--- config.mk ---
export PLATFORM = sky130hd
export DESIGN_NAME = npr_core
export DESIGN_NICKNAME = d
export VERILOG_FILES = /design/src/hw/npr_pkg.sv /design/src/hw/npr_decode.sv /design/src/hw/npr_core.sv
export VERILOG_INCLUDE_DIRS = /design/src /design/src/hw
export SDC_FILE = /design/constraint.sdc
export NUM_CORES = 1
export LEC_CHECK = 0
export BUFFER_PORTS_ARGS = -buffer_cell sky130_fd_sc_hd__buf_2
export CORE_MARGIN = 10
export CORE_UTILIZATION = 41
export DETAILED_ROUTE_END_ITERATION = 10
export PLACE_DENSITY = 0.79
export RECOVER_POWER = 100
export REMOVE_ABC_BUFFERS = 1
export SLEW_MARGIN = 20
export SYNTH_ARGS = -nofsm -noshare
export SYNTH_HDL_FRONTEND = slang
export SYNTH_SLANG_ARGS = --single-unit
export TNS_END_PERCENT = 1
--- constraint.sdc ---
create_clock -name I_CLK -period 1 [get_ports I_CLK]
set_clock_uncertainty 0.1 [all_clocks]
set_input_delay 0.1 -clock I_CLK [delete_from_list [all_inputs] [get_ports I_CLK]]
set_output_delay 0.1 -clock I_CLK [all_outputs]
set_load 0.01 [all_outputs]
--- src/hw/npr_map.svh ---
// constants for the nibble pair read instruction decoder
`ifndef NPR_MAP_SVH
`define NPR_MAP_SVH
`define NPR_OP_TIMER4      10'h273
`define NPR_OP_CONV        10'h279
`define NPR_OP_HOLD        10'h02a
`define NPR_MODE_BIT       3
`define NPR_HI_LSB_T4      4
`define NPR_LO_LSB_T4      0
`define NPR_HI_LSB_CONV    6
`define NPR_LO_LSB_CONV    2
`define NPR_HI_LSB_CMP     4
`define NPR_LO_LSB_CMP     0
`define NPR_HI_LSB_HOLD    4
`define NPR_LO_LSB_HOLD    0
`define NPR_NIB_RESET      4'h0
`endif

--- src/hw/npr_pkg.sv ---
// types for the nibble pair read instruction decoder
package npr_pkg;
	typedef enum logic [3:0] {
		NPR_SEL_NONE = 4'b0001,
		NPR_SEL_T4   = 4'b0010,
		NPR_SEL_CONV = 4'b0100,
		NPR_SEL_HOLD = 4'b1000
	} npr_sel_t;
	typedef struct packed {
		logic       we;
		logic [3:0] upper;
		logic [3:0] acc;
	} npr_wr_t;
endpackage

--- src/hw/npr_decode.sv ---
// opcode decoder for the three read instructions
`timescale 1ns/100ps
`default_nettype none
`include "npr_map.svh"
module npr_decode #(
	parameter int OPW = 10
) (
	input  wire logic [OPW-1:0]    i_op,  // instruction word
	input  wire logic              i_vld, // word is valid this cycle
	output var  npr_pkg::npr_sel_t o_sel  // decoded source
);
	if (OPW != 10) begin : g_bad_opw
		$error("npr_decode: opcode width must be 10");
	end
	always_comb begin
		if (!i_vld) begin
			o_sel = npr_pkg::NPR_SEL_NONE;
		end else if (i_op == `NPR_OP_TIMER4) begin
			o_sel = npr_pkg::NPR_SEL_T4;
		end else if (i_op == `NPR_OP_CONV) begin
			o_sel = npr_pkg::NPR_SEL_CONV;
		end else if (i_op == `NPR_OP_HOLD) begin
			o_sel = npr_pkg::NPR_SEL_HOLD;
		end else begin
			o_sel = npr_pkg::NPR_SEL_NONE;
		end
	end
endmodule
`default_nettype wire

--- src/hw/npr_core.sv ---
// execute stage for the timer, converter and holding-register reads
`timescale 1ns/100ps
`default_nettype none
`include "npr_map.svh"
module npr_core #(
	parameter int OPW   = 10, // instruction word width
	parameter int NIBW  = 4,  // width of each nibble register
	parameter int T4W   = 8,  // fourth timer count width
	parameter int RESW  = 10, // converter result width
	parameter int CTLW  = 4,  // converter control register width
	parameter int HOLDW = 8   // holding register width
) (
	input  wire logic             I_CLK,       // 40 MHz instruction clock
	input  wire logic             I_RSTN,      // async reset, active low
	input  wire logic             I_CE,        // clock enable, freezes state when low
	input  wire logic [OPW-1:0]   I_OP,        // instruction word
	input  wire logic             I_OP_VLD,    // instruction executes this cycle
	input  wire logic [T4W-1:0]   I_T4_CNT,    // fourth timer count
	input  wire logic [RESW-1:0]  I_CONV_RES,  // converter result register
	input  wire logic [CTLW-1:0]  I_CONV_CTRL, // converter control register
	input  wire logic [HOLDW-1:0] I_HOLD,      // holding register
	input  wire logic             I_CARRY,     // carry flag in
	output logic                  O_WE,        // write strobe to both nibble registers
	output logic [NIBW-1:0]       O_UPPER,     // upper-nibble register value
	output logic [NIBW-1:0]       O_ACC,       // accumulator value
	output logic                  O_CARRY,     // carry flag out
	output logic                  O_SKIP       // skip next instruction
);
	npr_pkg::npr_sel_t sel;
	npr_pkg::npr_wr_t  pick;
	logic              we_reg;
	logic              we_next;
	logic [NIBW-1:0]   upper_reg;
	logic [NIBW-1:0]   upper_next;
	logic [NIBW-1:0]   acc_reg;
	logic [NIBW-1:0]   acc_next;
	logic              carry_reg;
	logic              carry_next;
	logic              skip_reg;
	logic              skip_next;
	logic              mode_bit;
	logic [NIBW-1:0]   t4_hi;
	logic [NIBW-1:0]   t4_lo;
	logic [NIBW-1:0]   conv_hi;
	logic [NIBW-1:0]   conv_lo;
	logic [NIBW-1:0]   cmp_hi;
	logic [NIBW-1:0]   cmp_lo;
	logic [NIBW-1:0]   hold_hi;
	logic [NIBW-1:0]   hold_lo;
	logic [NIBW-1:0]   res_hi;
	logic [NIBW-1:0]   res_lo;

	// values that the fixed opcodes, field positions and carrier struct cannot serve
	if (OPW != 10) begin : g_bad_opw
		$error("npr_core: opcode width must be 10");
	end
	if (NIBW != 4) begin : g_bad_nibw
		$error("npr_core: nibble width must be 4");
	end
	if (T4W < `NPR_HI_LSB_T4 + NIBW) begin : g_bad_t4w
		$error("npr_core: timer count too narrow for its upper nibble");
	end
	if (`NPR_LO_LSB_T4 + NIBW > `NPR_HI_LSB_T4) begin : g_bad_t4_fields
		$error("npr_core: timer nibbles overlap");
	end
	if (RESW < `NPR_HI_LSB_CONV + NIBW) begin : g_bad_convw
		$error("npr_core: converter result too narrow for conversion mode");
	end
	if (`NPR_LO_LSB_CONV + NIBW > `NPR_HI_LSB_CONV) begin : g_bad_conv_fields
		$error("npr_core: conversion mode nibbles overlap");
	end
	if (RESW < `NPR_HI_LSB_CMP + NIBW) begin : g_bad_cmpw
		$error("npr_core: converter result too narrow for comparator mode");
	end
	if (`NPR_LO_LSB_CMP + NIBW > `NPR_HI_LSB_CMP) begin : g_bad_cmp_fields
		$error("npr_core: comparator mode nibbles overlap");
	end
	if (CTLW <= `NPR_MODE_BIT) begin : g_bad_ctlw
		$error("npr_core: control register lacks the mode bit");
	end
	if (HOLDW < `NPR_HI_LSB_HOLD + NIBW) begin : g_bad_holdw
		$error("npr_core: holding register too narrow for its upper nibble");
	end
	if (`NPR_LO_LSB_HOLD + NIBW > `NPR_HI_LSB_HOLD) begin : g_bad_hold_fields
		$error("npr_core: holding register nibbles overlap");
	end

	npr_decode #(.OPW(OPW)) u_dec (
		.i_op  (I_OP),
		.i_vld (I_OP_VLD),
		.o_sel (sel)
	);

	// field extraction repeats per nibble bit
	for (genvar b = 0; b < NIBW; b++) begin : g_bit
		assign t4_hi[b]   = I_T4_CNT[`NPR_HI_LSB_T4 + b];
		assign t4_lo[b]   = I_T4_CNT[`NPR_LO_LSB_T4 + b];
		assign conv_hi[b] = I_CONV_RES[`NPR_HI_LSB_CONV + b];
		assign conv_lo[b] = I_CONV_RES[`NPR_LO_LSB_CONV + b];
		assign cmp_hi[b]  = I_CONV_RES[`NPR_HI_LSB_CMP + b];
		assign cmp_lo[b]  = I_CONV_RES[`NPR_LO_LSB_CMP + b];
		assign hold_hi[b] = I_HOLD[`NPR_HI_LSB_HOLD + b];
		assign hold_lo[b] = I_HOLD[`NPR_LO_LSB_HOLD + b];
	end

	assign mode_bit = I_CONV_CTRL[`NPR_MODE_BIT];

	// mode bit is read in the executing cycle; no earlier copy is kept
	always_comb begin
		if (!mode_bit) begin
			res_hi = conv_hi;
			res_lo = conv_lo;
		end else begin
			res_hi = cmp_hi;
			res_lo = cmp_lo;
		end
	end

	// source pair chosen by the decoded opcode
	always_comb begin
		pick = '0;
		case (sel)
			npr_pkg::NPR_SEL_T4: begin
				pick.we    = 1'b1;
				pick.upper = t4_hi;
				pick.acc   = t4_lo;
			end
			npr_pkg::NPR_SEL_CONV: begin
				pick.we    = 1'b1;
				pick.upper = res_hi;
				pick.acc   = res_lo;
			end
			npr_pkg::NPR_SEL_HOLD: begin
				pick.we    = 1'b1;
				pick.upper = hold_hi;
				pick.acc   = hold_lo;
			end
			default: begin
				pick.we = 1'b0;
			end
		endcase
	end

	// write strobe lasts one enabled cycle
	always_comb begin
		we_next = pick.we;
	end

	always_ff @(posedge I_CLK or negedge I_RSTN) begin
		if (!I_RSTN) begin
			we_reg <= 1'b0;
		end else if (I_CE) begin
			we_reg <= we_next;
		end
	end

	// upper-nibble register: loaded by any of the three reads, held otherwise
	always_comb begin
		if (pick.we) begin
			upper_next = pick.upper;
		end else begin
			upper_next = upper_reg;
		end
	end

	always_ff @(posedge I_CLK or negedge I_RSTN) begin
		if (!I_RSTN) begin
			upper_reg <= `NPR_NIB_RESET;
		end else if (I_CE) begin
			upper_reg <= upper_next;
		end
	end

	// accumulator: loaded together with the upper nibble, held otherwise
	always_comb begin
		if (pick.we) begin
			acc_next = pick.acc;
		end else begin
			acc_next = acc_reg;
		end
	end

	always_ff @(posedge I_CLK or negedge I_RSTN) begin
		if (!I_RSTN) begin
			acc_reg <= `NPR_NIB_RESET;
		end else if (I_CE) begin
			acc_reg <= acc_next;
		end
	end

	// carry is registered unchanged from I_CARRY one enabled cycle later; none of these reads touch it
	always_comb begin
		carry_next = I_CARRY;
	end

	always_ff @(posedge I_CLK or negedge I_RSTN) begin
		if (!I_RSTN) begin
			carry_reg <= 1'b0;
		end else if (I_CE) begin
			carry_reg <= carry_next;
		end
	end

	// no read here ever skips the next instruction
	always_comb begin
		skip_next = 1'b0;
	end

	always_ff @(posedge I_CLK or negedge I_RSTN) begin
		if (!I_RSTN) begin
			skip_reg <= 1'b0;
		end else if (I_CE) begin
			skip_reg <= skip_next;
		end
	end

	always_comb begin
		O_WE    = we_reg;
		O_UPPER = upper_reg;
		O_ACC   = acc_reg;
		O_CARRY = carry_reg;
		O_SKIP  = skip_reg;
	end
endmodule
`default_nettype wire

==> results.md <==
* Die Footprint at 4260 um2
* DP HPWL at around 2400 um
* Synthesis warning total at 0
* Register area share after synthesis at 0.298
* Violated checks: negative setup slack
* Number of synthesized register bits at 10
* Power density over cell area at 720 nW/um2
* RSZ-0062 raised after global routing: true
* Clk buf depth at 2
* Worst R2R Path Depth at 1
* Syn_area_per_cell at 10.9 um2
* Fillers at 164
* Die H at 65.3 um
* Top Ports at 56
* Net Sw Power at roughly 260 uW
* Sinks on Clock Net at 10
* Hold WC Path Type: in -> reg
* Clock Root Buffer: clkbuf_4
* Starting Density at 0.429
* GR Util met2 at 0.235
* Die width at around 65 um
* Fmax at 833 MHz
* Largest net degree at the start of global routing at 11
* Final WL at around 2900 um
* Sw frac at 0.265
* Cell Rows at 16
* Crit end category: register
* NumNets Final at around 190
* RePlAce Congestion at 0.805
* Max VDD drop at 786 uV
* Port bufs at 51
* Max-cap viol count at 0
* Critical Path Source Type: primary input
* # setup viols final at 10
* Number of global-route vias before repair at 947
* Worst Hold Depth at 3
* Combinational Power Share at 0.286
* CTS tree: built
* Distinct cells, synth at 31
* GR Util met3 at 0.0542
* Final slew viol count at 0
* Worst Tran Pin Value at 0.558 ns
* Share of cells above drive strength 1 at 0.632
* Critical path type: in -> reg
* Synth Cell Area at 841 um2
* Worst skew pair latency at 0.26 ns
* First-pass GRT wire length at 4650 um
* Avg WL per Cell at around 17 um
* Top cells by area, synth: dfrtp_1, mux2i_1, mux2_4, a32o_1, nor4b_4
* Clock transition at the registers of the reported paths at approximately 0.06 ns
* Hold path endpoint: O_ACC[3]
* Slew margin rel. at 0.628
* Hold Fails Final Rpt at 0
* Outcome: complete, but fails checks
* Total congestion overflow at 0
* CP max FO at 5
* Worst flop-to-flop path endpoint: O_UPPER[2]
* Internal power at 710 uW
* Antenna diodes at 0
* Drt via density at roughly 5.3
* R2R Path Start: O_UPPER[2]
* DR pass1 iterations at 4
* Setup TNS at -1.49 ns
* 1st-iter DRT viols at 29
* Layout area overhead at 59.7%
* GR met1 Demand/Resource at 0.146
* Initial antenna violation count at 0
* Final std cells w/o fill at 171
* Inserted Clock Buffers at 3
* Dpl ws at -0.582 ns
* Critical Path RT at 1.05 ns
* Yosys top cell by area: dfrtp_1
* Post-route clock period utilization at 1.20
* Top Usage Layer GRT: met2
* R2r setup slk at 0.11 ns
* Minimum clock period at 1.20 ns
* Syn Inst Count at 77
* Static leakage at 0.666 nW
* DRC at 0
* Synth top area share at 0.298
* DRT antenna net count at 0
* Core Region at 1960 um2
* Inst Count DP at 165
* Clock power frac at 0.281
* CP arrival at between 1 and 1.5 ns
* Total track usage at 0.136
* H-tree lvl count at 1
* Detailed-route via count at a little over 900
* Sequential share of power at 0.432
* Final worst slack at -0.201 ns
* Worst Min Path Start: I_HOLD[3]
[stage by stage]
stage          power (mW)  hold slack (ns)  cell area [um2]   util
6_report            0.967            0.112             1340  0.684
5_1_grt              1.03            0.107             1340  0.684
4_1_cts             0.974            0.103             1340  0.682
3_5_place_dp        0.671           -0.127             1210  0.617
3_3_place_gp        0.665           -0.135             1210  0.617
2_1_floorplan       0.505           -0.296              808      -
[per-layer routing]
layer	share of wire	up-vias
li1	-	438
met3	0.083	2
met5	0	-
met4	0.0070	0
met2	0.49	33
met1	0.42	433
[flip-flops by register name (all words and copies together) (netlist names)]
name and count:
O_WE 1, O_CARRY 1, O_UPPER 4, O_ACC 4
[cells in the mapped netlist (all sizes together)]
cell type   n
inv         2
and3        6
o2bb2ai     5
nor3        3
nand4       1
nor2b       1
nand3       7
mux2        6
o21a        3
a32o        5
nor2        1
dfrtp      10
a21oi       1
nor4b       2
buf         4
o22ai       1
conb        1
or2b        2
and4        1
mux2i       8
and2        2
o32a        3
o21ba       1
clkbuf      1
[worst max-delay path, stage by stage]
cell	delay (ns)
buf_8	0.10
buf_4	0.12
and4_1	0.21
and3_1	0.24
a32o_1	0.22
mux2_4	0.26
[area by class of cell]
cell class	count	area (um2)	share of cell area
clock buffer	3	22.5	0.0168
inverter	2	7.51	0.00559
sequential	10	250	0.186
timing repair buffer	69	445	0.332
multi-input combinational	60	583	0.434
tap	27	33.8	0.0252
[power by group through the flow]
stage	Combinational, mW	Sequential, mW	Clock [mW]
after floorplan	0.0757	0.430	0
after global placement	0.240	0.425	0
after detailed placement	0.246	0.425	0
after CTS	0.273	0.418	0.284
after global routing	0.301	0.419	0.308
final	0.277	0.418	0.272
[cells in the final DEF (no fill, tap or decap), types with 2 or more instances in the layout]
master / Yosys / layout
buf_8: 0 / 2
buf_2: 2 / 43
buf_4: 1 / 16
dlygate4sd3_1: 0 / 2
mux2i_1: 8 / 8
a32o_1: 5 / 5
and3_2: 3 / 3
o32a_1: 3 / 3
buf_6: 1 / 5
dfrtp_1: 10 / 10
nor4b_4: 2 / 2
o2bb2ai_1: 5 / 5
clkbuf_4: 0 / 3
mux2_4: 5 / 5
and3_4: 0 / 2
inv_1: 2 / 2
nand3_1: 6 / 5
nor3_1: 3 / 3
o21a_1: 3 / 3
[timing repair]
item | in CTS | in global routing
endpoints found under the hold margin | 11 | 0
setup endpoints to repair | 13 | 19
pin swaps | 6 | 5
hold buffers | 2 | 0
setup buffers | 2 | 0
gates resized for setup | 17 | 3
[worst max path at each step]
stage	start	endpoint	slack (ns)	depth (start not counted)
3_5_place_dp	I_OP[7]	O_UPPER[2]	-0.58	6
2_1_floorplan	I_OP[7]	O_ACC[0]	-0.51	4
6_report	I_OP[9]	O_UPPER[2]	-0.20	6
3_3_place_gp	I_OP[7]	O_ACC[1]	-0.55	6
5_1_grt	I_OP[6]	O_UPPER[2]	-0.23	5
4_1_cts	I_OP[9]	O_UPPER[2]	-0.24	6
[kinds of logic after synthesis]
logic type      synth area share
flops                      0.298
buf+inv                   0.0476
compound gates             0.204
mux                        0.198
simple gates               0.249
other cells              0.00446
Note: power is estimated with default switching activity, not from simulation.
